`src/core/dpc_pkg.sv`:
```
// Shared constants, register map and carrier types for the dual probe capture block
package dpc_pkg;

	// ---------------------------------------------------------------
	// Register byte offsets
	// ---------------------------------------------------------------
	localparam int          ADDR_W        = 8;
	localparam logic [7:0]  OFF_EDGE_CTRL = 8'h00;
	localparam logic [7:0]  OFF_ARM1      = 8'h04;
	localparam logic [7:0]  OFF_ARM2      = 8'h08;
	localparam logic [7:0]  OFF_STATE     = 8'h0C;
	localparam logic [7:0]  OFF_SRC_SEL   = 8'h10;
	localparam logic [7:0]  OFF_RES_BASE  = 8'h14;
	localparam logic [7:0]  OFF_LEVEL1    = 8'h24;
	localparam logic [7:0]  OFF_LEVEL2    = 8'h28;
	localparam logic [7:0]  OFF_RT_SEL    = 8'h2C;
	localparam logic [7:0]  OFF_IRQ_STAT  = 8'h30;
	localparam logic [7:0]  OFF_IRQ_MASK  = 8'h34;
	localparam logic [7:0]  OFF_LAT_BASE  = 8'h40;
	localparam logic [7:0]  OFF_STRIDE    = 8'h04;

	// ---------------------------------------------------------------
	// Edge control word fields and reset values
	// ---------------------------------------------------------------
	localparam int          EC_P1_RISE    = 0;
	localparam int          EC_P1_FALL    = 1;
	localparam int          EC_P2_RISE    = 2;
	localparam int          EC_P2_FALL    = 3;
	localparam int          EC_P1_CONT    = 5;
	localparam int          EC_P2_CONT    = 6;
	localparam int          EC_ACTIVATE   = 8;
	localparam logic [15:0] EDGE_CTRL_RST = 16'h0000;
	localparam logic [15:0] LEVEL_RST_MV  = 16'h1388;	// +5000 mV
	localparam logic        SRC_ACT_POS   = 1'b0;
	localparam logic        SRC_ALT       = 1'b1;
	localparam logic [5:0]  RT_SEL_RST    = 6'h00;
	localparam int          RT_BIT1_POS   = 6;
	localparam int          RT_BIT2_POS   = 7;
	localparam int          RT_SEL_W      = 3;
	localparam int          N_CHAN        = 2;
	localparam int          N_RES         = 4;

	// ---------------------------------------------------------------
	// Real-time bit source codes
	// ---------------------------------------------------------------
	localparam logic [2:0]  RT_P1_STATE   = 3'h0;
	localparam logic [2:0]  RT_P2_STATE   = 3'h1;
	localparam logic [2:0]  RT_P1_RISE    = 3'h2;
	localparam logic [2:0]  RT_P1_FALL    = 3'h3;
	localparam logic [2:0]  RT_P2_RISE    = 3'h4;
	localparam logic [2:0]  RT_P2_FALL    = 3'h5;

	// ---------------------------------------------------------------
	// Types
	// ---------------------------------------------------------------
	typedef enum logic [1:0] {
		PH_PARAM = 2'b00,
		PH_ENTER = 2'b01,
		PH_OPER  = 2'b11
	} dpc_phase_e;

	typedef struct packed {
		logic       state;
		logic [1:0] latched;
		logic [1:0] evt;
	} dpc_chan_s;

endpackage : dpc_pkg

```
`src/core/dpc_probe_chan.sv`:
```
// One probe channel: level trigger, edge detect, single-shot capture and latched flags
`timescale 1ns/1ps
module dpc_probe_chan #(
	parameter int LVL_W = 16,
	parameter int POS_W = 32
) (
	input  wire logic                    clk_sys,
	input  wire logic                    nrst,
	input  wire logic                    present,
	input  wire logic                    active,
	input  wire logic                    activate,
	input  wire logic                    arm,
	input  wire logic                    arm_set,
	input  wire logic                    arm_clr,
	input  wire logic [1:0]              edge_en,
	input  wire logic signed [LVL_W-1:0] trig_sample,
	input  wire logic signed [LVL_W-1:0] trig_level,
	input  wire logic [POS_W-1:0]        cap_value,
	output dpc_pkg::dpc_chan_s           stat,
	output logic [POS_W-1:0]             res_rise,
	output logic [POS_W-1:0]             res_fall
);

	// ---------------------------------------------------------------
	// Trigger, edges and capture
	// ---------------------------------------------------------------
	logic             state_r, state_nxt;
	logic             done_r, done_nxt;
	logic [1:0]       lat_r, lat_nxt;
	logic [1:0]       evt_r, evt_nxt;
	logic [POS_W-1:0] rise_r, rise_nxt;
	logic [POS_W-1:0] fall_r, fall_nxt;
	logic             take;

	// Next values; a capture in the clear cycle still latches
	always_comb
	begin
		state_nxt = present && (trig_sample >= trig_level);
		take      = active && arm && !done_r;
		evt_nxt   = {take && edge_en[1] && !state_nxt && state_r,
		             take && edge_en[0] && state_nxt && !state_r};
		done_nxt  = done_r;
		if (|evt_nxt)
			done_nxt = 1'b1;
		else if (arm_set || activate)
			done_nxt = 1'b0;
		lat_nxt   = (arm_clr ? 2'h0 : lat_r) | evt_nxt;
		rise_nxt  = evt_nxt[0] ? cap_value : rise_r;
		fall_nxt  = evt_nxt[1] ? cap_value : fall_r;
	end

	// State registers
	always_ff @(posedge clk_sys)
	begin
		if (!nrst)
		begin
			state_r <= 1'b0;
			done_r  <= 1'b0;
			lat_r   <= 2'h0;
			evt_r   <= 2'h0;
			rise_r  <= '0;
			fall_r  <= '0;
		end
		else
		begin
			state_r <= state_nxt;
			done_r  <= done_nxt;
			lat_r   <= lat_nxt;
			evt_r   <= evt_nxt;
			rise_r  <= rise_nxt;
			fall_r  <= fall_nxt;
		end
	end

	assign stat.state   = state_r;
	assign stat.latched = lat_r;
	assign stat.evt     = evt_r;
	assign res_rise     = rise_r;
	assign res_fall     = fall_r;

endmodule : dpc_probe_chan

```
`src/core/dpc_rt_map.sv`:
```
// Maps probe states and latched flags onto the two real-time bits of the control word
`timescale 1ns/1ps
module dpc_rt_map (
	input  wire logic        clk_sys,
	input  wire logic        nrst,
	input  wire logic [5:0]  src,
	input  wire logic [5:0]  sel,
	output logic [15:0]      conn_word
);

	logic [15:0] word_r, word_nxt;

	// Pick one source bit; unused codes read as zero
	function automatic logic pick(input logic [5:0] s, input logic [2:0] code);
		pick = (code <= dpc_pkg::RT_P2_FALL) ? s[code] : 1'b0;
	endfunction : pick

	// Only bits 6 and 7 carry data; the rest stay zero for merging
	always_comb
	begin
		word_nxt = 16'h0000;
		word_nxt[dpc_pkg::RT_BIT1_POS] = pick(src, sel[2:0]);
		word_nxt[dpc_pkg::RT_BIT2_POS] = pick(src, sel[5:3]);
	end

	// Output register
	always_ff @(posedge clk_sys)
	begin
		if (!nrst)
			word_r <= 16'h0000;
		else
			word_r <= word_nxt;
	end

	assign conn_word = word_r;

endmodule : dpc_rt_map

```
`src/core/dpc_top.sv`:
```
// Dual probe position capture: APB registers, phase control, channels and interrupts
//
// Local design decisions: the register addresses and register access over APB.
`timescale 1ns/1ps
module dpc_top #(
	parameter int LVL_W = 16,
	parameter int POS_W = 32
) (
	input  wire logic                    clk_sys,
	input  wire logic                    nrst,
	input  wire logic                    psel,
	input  wire logic                    penable,
	input  wire logic                    pwrite,
	input  wire logic [7:0]              paddr,
	input  wire logic [31:0]             pwdata,
	output logic [31:0]                  prdata,
	output logic                         pready,
	output logic                         pslverr,
	input  wire logic signed [LVL_W-1:0] probe_trigger_input_1,
	input  wire logic signed [LVL_W-1:0] probe_trigger_input_2,
	input  wire logic [POS_W-1:0]        actual_position,
	input  wire logic [POS_W-1:0]        alt_capture_value,
	input  wire logic                    ext_io_fitted,
	input  wire logic                    operation_phase,
	output logic [15:0]                  conn_ctrl_rt_word,
	output logic                         irq
);

	// ---------------------------------------------------------------
	// Register state
	// ---------------------------------------------------------------
	logic [15:0]          edge_ctrl_r, edge_ctrl_nxt;
	logic [1:0]           arm_r, arm_nxt;
	logic [1:0]           src_sel_r, src_sel_nxt;
	logic [15:0]          level_r [dpc_pkg::N_CHAN];
	logic [15:0]          level_nxt [dpc_pkg::N_CHAN];
	logic [5:0]           rt_sel_r, rt_sel_nxt;
	logic [3:0]           irq_stat_r, irq_stat_nxt;
	logic [3:0]           irq_mask_r, irq_mask_nxt;
	logic                 irq_r, irq_nxt;
	logic [31:0]          prdata_r, prdata_nxt;
	logic                 pready_r, pready_nxt;
	logic                 pslverr_r, pslverr_nxt;
	dpc_pkg::dpc_phase_e  phase_r, phase_nxt;

	// ---------------------------------------------------------------
	// Channel wiring
	// ---------------------------------------------------------------
	dpc_pkg::dpc_chan_s   chan [dpc_pkg::N_CHAN];
	logic [POS_W-1:0]     res [dpc_pkg::N_RES];
	logic [POS_W-1:0]     cap_value [dpc_pkg::N_CHAN];
	logic signed [LVL_W-1:0] trig_in [dpc_pkg::N_CHAN];
	logic [1:0]           arm_set, arm_clr;
	logic [3:0]           evt_all, lat_all;
	logic                 wr_en, rd_pend, mapped;
	logic                 active, activate;

	// Address hit test, shared by read and write paths
	function automatic logic is_mapped(input logic [7:0] a);
		is_mapped = (a[1:0] == 2'b00) &&
		            ((a <= dpc_pkg::OFF_IRQ_MASK) ||
		             ((a >= dpc_pkg::OFF_LAT_BASE) &&
		              (a < dpc_pkg::OFF_LAT_BASE + 8'(dpc_pkg::N_RES) * dpc_pkg::OFF_STRIDE)));
	endfunction : is_mapped

	assign trig_in[0] = probe_trigger_input_1;
	assign trig_in[1] = probe_trigger_input_2;
	assign evt_all    = {chan[1].evt, chan[0].evt};
	assign lat_all    = {chan[1].latched, chan[0].latched};

	// ---------------------------------------------------------------
	// Phase tracking
	// ---------------------------------------------------------------

	// Probes wake up on every parameter-to-operation change, not on bit 8
	always_comb
	begin
		phase_nxt = phase_r;
		unique case (phase_r)
			dpc_pkg::PH_PARAM: if (operation_phase) phase_nxt = dpc_pkg::PH_ENTER;
			dpc_pkg::PH_ENTER: phase_nxt = operation_phase ? dpc_pkg::PH_OPER : dpc_pkg::PH_PARAM;
			dpc_pkg::PH_OPER:  if (!operation_phase) phase_nxt = dpc_pkg::PH_PARAM;
			default:           phase_nxt = dpc_pkg::PH_PARAM;
		endcase
	end

	always_ff @(posedge clk_sys)
	begin
		if (!nrst)
			phase_r <= dpc_pkg::PH_PARAM;
		else
			phase_r <= phase_nxt;
	end

	assign activate = (phase_r == dpc_pkg::PH_ENTER);
	assign active   = (phase_r == dpc_pkg::PH_OPER);

	// ---------------------------------------------------------------
	// Probe channels
	// ---------------------------------------------------------------
	generate
		for (genvar i = 0; i < dpc_pkg::N_CHAN; i++)
		begin : g_chan
			// Source mux: actual position unless software picks the alternate
			assign cap_value[i] = (src_sel_r[i] == dpc_pkg::SRC_ALT) ?
			                      alt_capture_value : actual_position;

			dpc_probe_chan #(
				.LVL_W       (LVL_W),
				.POS_W       (POS_W)
			) u_chan (
				.clk_sys     (clk_sys),
				.nrst        (nrst),
				.present     ((i == 0) || ext_io_fitted),
				.active      (active),
				.activate    (activate),
				.arm         (arm_r[i]),
				.arm_set     (arm_set[i]),
				.arm_clr     (arm_clr[i]),
				.edge_en     (edge_ctrl_r[2*i+1 -: 2]),
				.trig_sample (trig_in[i]),
				.trig_level  (LVL_W'(level_r[i])),
				.cap_value   (cap_value[i]),
				.stat        (chan[i]),
				.res_rise    (res[2*i]),
				.res_fall    (res[2*i+1])
			);
		end
	endgenerate

	// ---------------------------------------------------------------
	// Real-time bit mapping
	// ---------------------------------------------------------------
	dpc_rt_map u_rt_map (
		.clk_sys   (clk_sys),
		.nrst      (nrst),
		.src       ({chan[1].latched, chan[0].latched, chan[1].state, chan[0].state}),
		.sel       (rt_sel_r),
		.conn_word (conn_ctrl_rt_word)
	);

	// ---------------------------------------------------------------
	// APB slave and register file
	// ---------------------------------------------------------------
	assign wr_en   = psel && penable && pwrite && pready_r;
	assign rd_pend = psel && penable && !pwrite && !pready_r;
	assign mapped  = is_mapped(paddr);

	// One wait state: read data is registered so outputs stay on flops
	always_comb
	begin
		edge_ctrl_nxt = edge_ctrl_r;
		arm_nxt       = arm_r;
		src_sel_nxt   = src_sel_r;
		level_nxt     = level_r;
		rt_sel_nxt    = rt_sel_r;
		irq_mask_nxt  = irq_mask_r;
		arm_set       = 2'b00;
		arm_clr       = 2'b00;
		pready_nxt    = psel && penable && !pready_r;
		pslverr_nxt   = psel && penable && !pready_r && !mapped;
		prdata_nxt    = 32'h0000_0000;
		if (wr_en && mapped)
		begin
			unique case (paddr)
				// Bits 5, 6 and 8 are stored but steer nothing
				dpc_pkg::OFF_EDGE_CTRL: edge_ctrl_nxt = pwdata[15:0];
				dpc_pkg::OFF_ARM1:
				begin
					arm_nxt[0] = pwdata[0];
					arm_set[0] = pwdata[0] && !arm_r[0];
					arm_clr[0] = !pwdata[0];
				end
				dpc_pkg::OFF_ARM2:
				begin
					arm_nxt[1] = pwdata[0];
					arm_set[1] = pwdata[0] && !arm_r[1];
					arm_clr[1] = !pwdata[0];
				end
				dpc_pkg::OFF_SRC_SEL:  src_sel_nxt  = pwdata[1:0];
				dpc_pkg::OFF_LEVEL1:   level_nxt[0] = pwdata[15:0];
				dpc_pkg::OFF_LEVEL2:   level_nxt[1] = pwdata[15:0];
				dpc_pkg::OFF_RT_SEL:   rt_sel_nxt   = pwdata[5:0];
				dpc_pkg::OFF_IRQ_MASK: irq_mask_nxt = pwdata[3:0];
				default:               ;
			endcase
		end
		if (rd_pend && mapped)
		begin
			if (paddr >= dpc_pkg::OFF_LAT_BASE)
				prdata_nxt[0] = lat_all[2'((paddr - dpc_pkg::OFF_LAT_BASE) >> 2)];
			else if ((paddr >= dpc_pkg::OFF_RES_BASE) && (paddr < dpc_pkg::OFF_LEVEL1))
				prdata_nxt = 32'(res[2'((paddr - dpc_pkg::OFF_RES_BASE) >> 2)]);
			else
			begin
				unique case (paddr)
					dpc_pkg::OFF_EDGE_CTRL: prdata_nxt[15:0] = edge_ctrl_r;
					dpc_pkg::OFF_ARM1:      prdata_nxt[0]    = arm_r[0];
					dpc_pkg::OFF_ARM2:      prdata_nxt[0]    = arm_r[1];
					dpc_pkg::OFF_STATE:     prdata_nxt[1:0]  = {chan[1].state, chan[0].state};
					dpc_pkg::OFF_SRC_SEL:   prdata_nxt[1:0]  = src_sel_r;
					dpc_pkg::OFF_LEVEL1:    prdata_nxt[15:0] = level_r[0];
					dpc_pkg::OFF_LEVEL2:    prdata_nxt[15:0] = level_r[1];
					dpc_pkg::OFF_RT_SEL:    prdata_nxt[5:0]  = rt_sel_r;
					dpc_pkg::OFF_IRQ_STAT:  prdata_nxt[3:0]  = irq_stat_r;
					dpc_pkg::OFF_IRQ_MASK:  prdata_nxt[3:0]  = irq_mask_r;
					default:                prdata_nxt       = 32'h0000_0000;
				endcase
			end
		end
	end

	// ---------------------------------------------------------------
	// Interrupt status
	// ---------------------------------------------------------------

	// Write one to clear; a capture in the same cycle wins
	always_comb
	begin
		irq_stat_nxt = irq_stat_r;
		if (wr_en && (paddr == dpc_pkg::OFF_IRQ_STAT))
			irq_stat_nxt = irq_stat_nxt & ~pwdata[3:0];
		irq_stat_nxt = irq_stat_nxt | evt_all;
		irq_nxt      = |(irq_stat_nxt & irq_mask_nxt);
	end

	// Register and interrupt flops
	always_ff @(posedge clk_sys)
	begin
		if (!nrst)
		begin
			edge_ctrl_r <= dpc_pkg::EDGE_CTRL_RST;
			arm_r       <= 2'b00;
			src_sel_r   <= {2{dpc_pkg::SRC_ACT_POS}};
			level_r[0]  <= dpc_pkg::LEVEL_RST_MV;
			level_r[1]  <= dpc_pkg::LEVEL_RST_MV;
			rt_sel_r    <= dpc_pkg::RT_SEL_RST;
			irq_stat_r  <= 4'h0;
			irq_mask_r  <= 4'h0;
			irq_r       <= 1'b0;
			prdata_r    <= 32'h0000_0000;
			pready_r    <= 1'b0;
			pslverr_r   <= 1'b0;
		end
		else
		begin
			edge_ctrl_r <= edge_ctrl_nxt;
			arm_r       <= arm_nxt;
			src_sel_r   <= src_sel_nxt;
			level_r     <= level_nxt;
			rt_sel_r    <= rt_sel_nxt;
			irq_stat_r  <= irq_stat_nxt;
			irq_mask_r  <= irq_mask_nxt;
			irq_r       <= irq_nxt;
			prdata_r    <= prdata_nxt;
			pready_r    <= pready_nxt;
			pslverr_r   <= pslverr_nxt;
		end
	end

	assign prdata  = prdata_r;
	assign pready  = pready_r;
	assign pslverr = pslverr_r;
	assign irq     = irq_r;
endmodule : dpc_top

```
`config.mk`:
```
export PLATFORM = sky130hd
export DESIGN_NAME = dpc_top
export DESIGN_NICKNAME = d
export VERILOG_FILES = /design/src/core/dpc_pkg.sv /design/src/core/dpc_probe_chan.sv /design/src/core/dpc_rt_map.sv /design/src/core/dpc_top.sv
export SDC_FILE = /design/constraint.sdc
export NUM_CORES = 1
export LEC_CHECK = 0
export BUFFER_PORTS_ARGS = -buffer_cell sky130_fd_sc_hd__buf_2
export CAP_MARGIN = 20
export CORE_UTILIZATION = 45
export DETAILED_ROUTE_END_ITERATION = 8
export PLACE_DENSITY_LB_ADDON = 0.3
export SYNTH_ARGS = -nofsm -noshare
export SYNTH_HDL_FRONTEND = slang
export SYNTH_SLANG_ARGS = --single-unit
```
`constraint.sdc`:
```
create_clock -name clk_sys -period 8.25 [get_ports clk_sys]
set_input_delay 0.4125 -clock clk_sys [delete_from_list [all_inputs] [get_ports clk_sys]]
set_output_delay 0.4125 -clock clk_sys [all_outputs]
set_load 0.1 [all_outputs]
```
== Word-level counts from Yosys, hierarchy flattened ==
Index checks and enable logic that the tools add are counted.
Cells by class
  muxes and demuxes: 37
  add/subtract/negate cells: 2
  $lt $le $gt $ge: 13
  reduce and logical (&&, ||, !) cells: 68
  bitwise gates (word level): 10
  eq/ne operators: 13
Operators by type and width (count)
  32-bit 2-to-1 mux: 4
  32-bit binary-select mux with 2-bit select: 1
  8-bit by 6-bit equality test with 1-bit output, second input constant: 5
  16-bit greater-or-equal comparator: 2
  1-bit logical AND: 32
  10-bit one-hot mux with 3 select lines: 1
  2-bit AND reduction: 11
  8-bit by 4-bit equality test with 1-bit output, second input constant: 2
  16-bit 2-to-1 mux: 1
  2-bit 2-to-1 mux: 7
  1-bit logical NOT: 12
  1-bit 2-to-1 mux: 12
  4-bit 2-to-1 mux: 3
  2-bit one-hot mux with 6 select lines: 1
  1-bit one-hot mux with 10 select lines: 1
  4-bit AND: 2
  8-bit by 3-bit equality test with 1-bit output, second input constant: 1
  8-bit by 5-bit equality test with 1-bit output, second input constant: 1
  8-bit by 5-bit greater-or-equal comparator with 1-bit output, second input constant: 1
  8-bit by 7-bit greater-or-equal comparator with 1-bit output, second input constant: 1
  8-bit by 6-bit <= comparator with 1-bit output, second input constant: 1
  8-bit logical NOT: 1
  3-bit by 4-bit less-than comparator with 1-bit output, second input constant: 2
  8-bit by 6-bit less-than comparator with 1-bit output, second input constant: 1
  other kinds (25): 37
Storage, ports and cells
  register bits after elaboration: 259
  word-level logic and storage cells: 174
  output and inout port bits: 51

== Logic depth before layout (Yosys ltp) ==
  word-level depth: 9
  gate-level depth with buffers: 12

== Modules after synthesis ==
Synthesis repeated with hierarchy kept, for this count alone.
Second synthesis, totals
  cell total of the unflattened synthesis: 1281
  area, all modules: 12533.3 um^2
By module, submodules not included
  dpc_probe_chan: seq. area each 1401.3 um^2, times used 2, area an instance 3219.3 um^2, cells an instance 329
  dpc_top: seq. area each 2062.0 um^2, times used 1, area an instance 5830.6 um^2, cells an instance 596
  dpc_rt_map: seq. area each 40.0 um^2, times used 1, area an instance 264.0 um^2, cells an instance 27

== Least setup slack after synthesis ==
Ideal clock, no wire load.
  path type: in2reg
  start point: input port paddr[2]
  end point: register prdata_r[3] (netlist: prdata[3])
  buffers on the path: 4
  library setup time: 0.139 ns
  cell stages on the path: 9
  path slack: 5.188 ns
  data required time: 8.111 ns
  arrival: 2.922 ns
  path through: clkbuf_1 > buf_1 > inv_1 > ha_1 > clkbuf_1 > buf_1 > mux4_2 > o21bai_1 > a31oi_1
On the way
  cells in the longest elaborated chain, start to end: 7
RTL lines
  start: declaration: RTL line dpc_top.sv:14  | input wire logic [7:0] paddr,
  parallel branches: the longest is 7 deep, another holds 4-bit by 3-bit subtractor with 4-bit output
  end signal: assignment: RTL line dpc_top.sv:255  | prdata_r <= prdata_nxt;
  end: declaration: RTL line dpc_top.sv:41  | logic [31:0] prdata_r, prdata_nxt;
Parallel ways; which one is timed is not known. The select of a mux whose other input is x is not followed.
A chain may end at the register's enable or synchronous reset.

== Worst setup path after layout ==
  start point: register level_r[15] (netlist name)
  end point: register g_chan[1].u_chan.rise_r[4]
On the way
  cells in the longest elaborated chain, start to end: 4
RTL lines
  start: declaration: RTL line dpc_top.sv:35  | logic [15:0] level_r [dpc_pkg::N_CHAN];
  start signal: assignment: RTL line dpc_top.sv:250  | level_r <= level_nxt;
  16-bit greater-or-equal comparator: RTL line dpc_probe_chan.sv:38  | state_nxt = present && (trig_sample >= trig_level);
  1-bit logical AND: RTL line dpc_probe_chan.sv:38
  1-bit logical AND (2 in a row): RTL line dpc_probe_chan.sv:41  | take && edge_en[0] && state_nxt && !state_r};
  end signal: assignment: RTL line dpc_probe_chan.sv:70  | rise_r <= rise_nxt;
  end: declaration: RTL line dpc_probe_chan.sv:31  | logic [POS_W-1:0] rise_r, rise_nxt;
Every way passes these cells.

==> results.txt <==
DRC viols: 26
CP required: 8.62 ns
Final hold slack: 0.134 ns
Post-CTS sizing: 0
Grt ovf: 0
Share of layout cells above drive strength 1: 22.0%
Final Instance Area: 14000 um^2
Routability cong.: 0.928
Delay of the slowest critical-path stage: 0.90 ns
Port buffer count: 163
Worst slew margin: 28.2%
Initial Utilization: 46.3%
Worst EP arrival: 4.31 ns
Cell count after synthesis: 1320
Drt first pass iters: 7
Buf/Inv on CP: 2
Worst-case clock buffer depth: 3
Slew @ Worst Pin: 1.08 ns
Number of synthesized register bits: 245
Fillers: 2421
Most instantiated library cell after synthesis: dfxtp_1
Primary FF master, synth: dfxtp_1
CP Max Fanout: 35
HP Class: input pin to register
Unrepaired setup endpoints after global routing: false
Initial antenna violation count: 1
Part of the Yosys area used for sequential elements: 40.3%
Final worst path period need: 3.94 ns
EDFF count, synth: 0
Critical path type: register to register
Total Wirelength: 37400 um
Setup Skew: 0.00706 ns
Startpoint type of the worst setup path: register
Crit-path cells: inv_1 > ha_1 > nand4_1 > o311ai_1 > or4_1 > buf_4 > and3_2 > a211oi_1
Area leader, netlist: dfxtp_1
Die height: 166 um
H-tree levels: 1
Kind of cell adding the most delay to the critical path: simple AND/OR/NAND/NOR gates
Area Overhead vs Synth: 14.9%
Total GRT Usage: 26.5%
Power per cell area: 187 nW/um^2
Post-synthesis cell type count: 62
Maximum VDD drop: 0.000137 V
DRT iter0 DRCs: 1278
Most frequent cells after synthesis: dfxtp_1, a211oi_1, inv_1, clkbuf_1, nand2_1
Failing checks: design-rule violations
Vias in the first global route: 10300
Largest net degree at the start of global routing: 108
Routed Antenna Nets: 0
Status: finished with violations
Clk sinks: 245
Nets@finish: 1587
Skew-Pair Late Insertion Delay: 0.54 ns
Asr flop ratio synth: 0%
Hold path depth: 3
Syn Area/Cell: 9.21 um^2
# Max-Cap Violations: 0
Slew Limit Fails: 0
Total power: 2.61 mW
CP endpoint kind: register
Cell Area, Synth: 12200 um^2
Crit path depth: 8
Final hold vios: 0
Critical path's slowest cell: o311ai_1
R2R cell count: 8
Pleak: 4.83 nW
FMAX: 254 MHz
DIE WIDTH: 166 um
Hpwl dp: 23200 um
Global-route wire length before repair: 58500 um
Drt wl/cell: 21.2 um
Fin crit share: 47.8%
CTS tree: yes
Final setup viols: 0
Placed cell areas: 13000 um^2
YS warnings: 0
Routed via count: 10800
Fin Setup TNS: 0 ns
Via density: 6.12
Register clock-pin slew on the reported worst setup and hold paths: 0.06 ns
Row cnt: 59
CTS root buf: clkbuf_16
Die area: 27700 um^2
Setup Buffers After CTS: 0
CTS Buf Count: 27
# hold bufs at CTS: 0
Area contributors post-synth: dfxtp_1, a211oi_1, mux4_2, a2111oi_0, ha_1
Num ports: 194
Area share of the largest cell type after synthesis: 40.3%
Core area: 26300 um^2
## kinds of logic (layout without fill, tap and decap cells)
family | Yosys count | after routing | synth area share [%]
AOI/OAI and AO/OA | 400 | 400 | 23.4
other | 1 | 15 | 0.0308
muxes | 109 | 109 | 12.9
adders and majority gates | 37 | 37 | 3.81
and+or+nand+nor | 273 | 273 | 10.8
DFF | 245 | 245 | 40.3
buffers and inverters | 255 | 347 | 8.68
## metal layers
| layer | vias to the layer above | wire length, um | part of all wire (%) | GRT usage (%) |
|---|---|---|---|---|
| li1 | 5052 | - | - | - |
| met4 | 0 | 1010 | 2.7 | 8.62 |
| met1 | 5132 | 16800 | 45 | 38.3 |
| met5 | - | 0 | 0 | 0 |
| met3 | 69 | 3030 | 8.1 | 4.22 |
| met2 | 520 | 16600 | 44 | 40.4 |
## worst paths after layout
kind                                          startpoint                                   endpoint  slack, ns
worst min register to register  level_r[18]$_SDFFE_PN0P_                   level_r[18]$_SDFFE_PN0P_       0.45
worst min-delay path                          pwdata[10]                   level_r[10]$_SDFFE_PN0P_       0.13
worst max-delay path            level_r[15]$_SDFFE_PN0P_  g_chan[1].u_chan.res_rise[4]$_SDFFE_PN0P_       4.31
worst max register to register  level_r[15]$_SDFFE_PN0P_  g_chan[1].u_chan.res_rise[4]$_SDFFE_PN0P_       4.31
## worst register-to-register path: stages, from the launching register on
cell      delay, ns
dfxtp_1        0.41
inv_1          0.06
ha_1           0.37
nand4_1        0.25
o311ai_1       0.90
or4_1          0.22
buf_4          0.46
and3_2         0.91
a211oi_1       0.20
## placed cells by master (no fill, tap or decap), types with 14 or more instances in the layout
| cell type | n |
|---|---|
| a2111oi_0 | 64 |
| a211oi_1 | 131 |
| a21oi_1 | 83 |
| a22o_1 | 14 |
| a31oi_1 | 35 |
| buf_2 | 163 |
| buf_4 | 19 |
| clkbuf_16 | 27 |
| conb_1 | 14 |
| dfxtp_1 | 244 |
| ha_1 | 36 |
| inv_1 | 115 |
| mux2_2 | 32 |
| mux2i_1 | 42 |
| mux4_2 | 35 |
| nand2_1 | 102 |
| nand3_1 | 31 |
| nor2_1 | 34 |
| nor2b_1 | 19 |
| nor3_1 | 37 |
| o22ai_1 | 16 |
## where the power goes
part | switching [mW] | internal, mW | total (mW) | leakage [nW]
registers | 0.00160 | 1.18 | 1.19 | 1.97
clock network | 0.489 | 0.731 | 1.22 | 0.447
logic | 0.142 | 0.0625 | 0.205 | 2.40
total | 0.632 | 1.98 | 2.61 | 4.83
## state kept, by name, summed over array words and instances, names as in the netlist
| signal | cells |
|---|---|
| edge_ctrl_r | 16 |
| u_rt_map.conn_word | 2 |
| level_r | 32 |
| g_chan.u_chan.state_r | 2 |
| irq | 1 |
| irq_stat_r | 4 |
| pready | 1 |
| g_chan.u_chan.evt_r | 4 |
| prdata | 32 |
| g_chan.u_chan.lat_r | 4 |
| g_chan.u_chan.done_r | 2 |
| src_sel_r | 2 |
| phase_r | 2 |
| pslverr | 1 |
| g_chan.u_chan.res_fall | 64 |
| irq_mask_r | 4 |
| g_chan.u_chan.res_rise | 64 |
| rt_sel_r | 6 |
| arm_r | 2 |
## area by class of cell
cell class / instances / area (um^2) / area share [%]
Inverter: 116 / 438 / 3.14
Clock buffer: 39 / 801 / 5.74
Tap cell: 335 / 419 / 3.00
Sequential cell: 245 / 4910 / 35.1
Clock inverter: 8 / 93.8 / 0.672
Antenna cell: 1 / 2.50 / 0.0179
Multi-Input combinational cell: 833 / 6300 / 45.1
Timing Repair Buffer: 184 / 1010 / 7.20
## metrics by stage
stage / util (%) / std cells / setup slack, ns
2_1_floorplan: - / 1333 / 5.19
3_3_place_gp: 49.5 / 1711 / 4.37
3_5_place_dp: 49.5 / 1711 / 4.31
4_1_cts: 52.9 / 1758 / 4.38
5_1_grt: 53.1 / 1760 / 4.15
6_report: 53.1 / 1761 / 4.31
(Power assumes the default switching activity.)
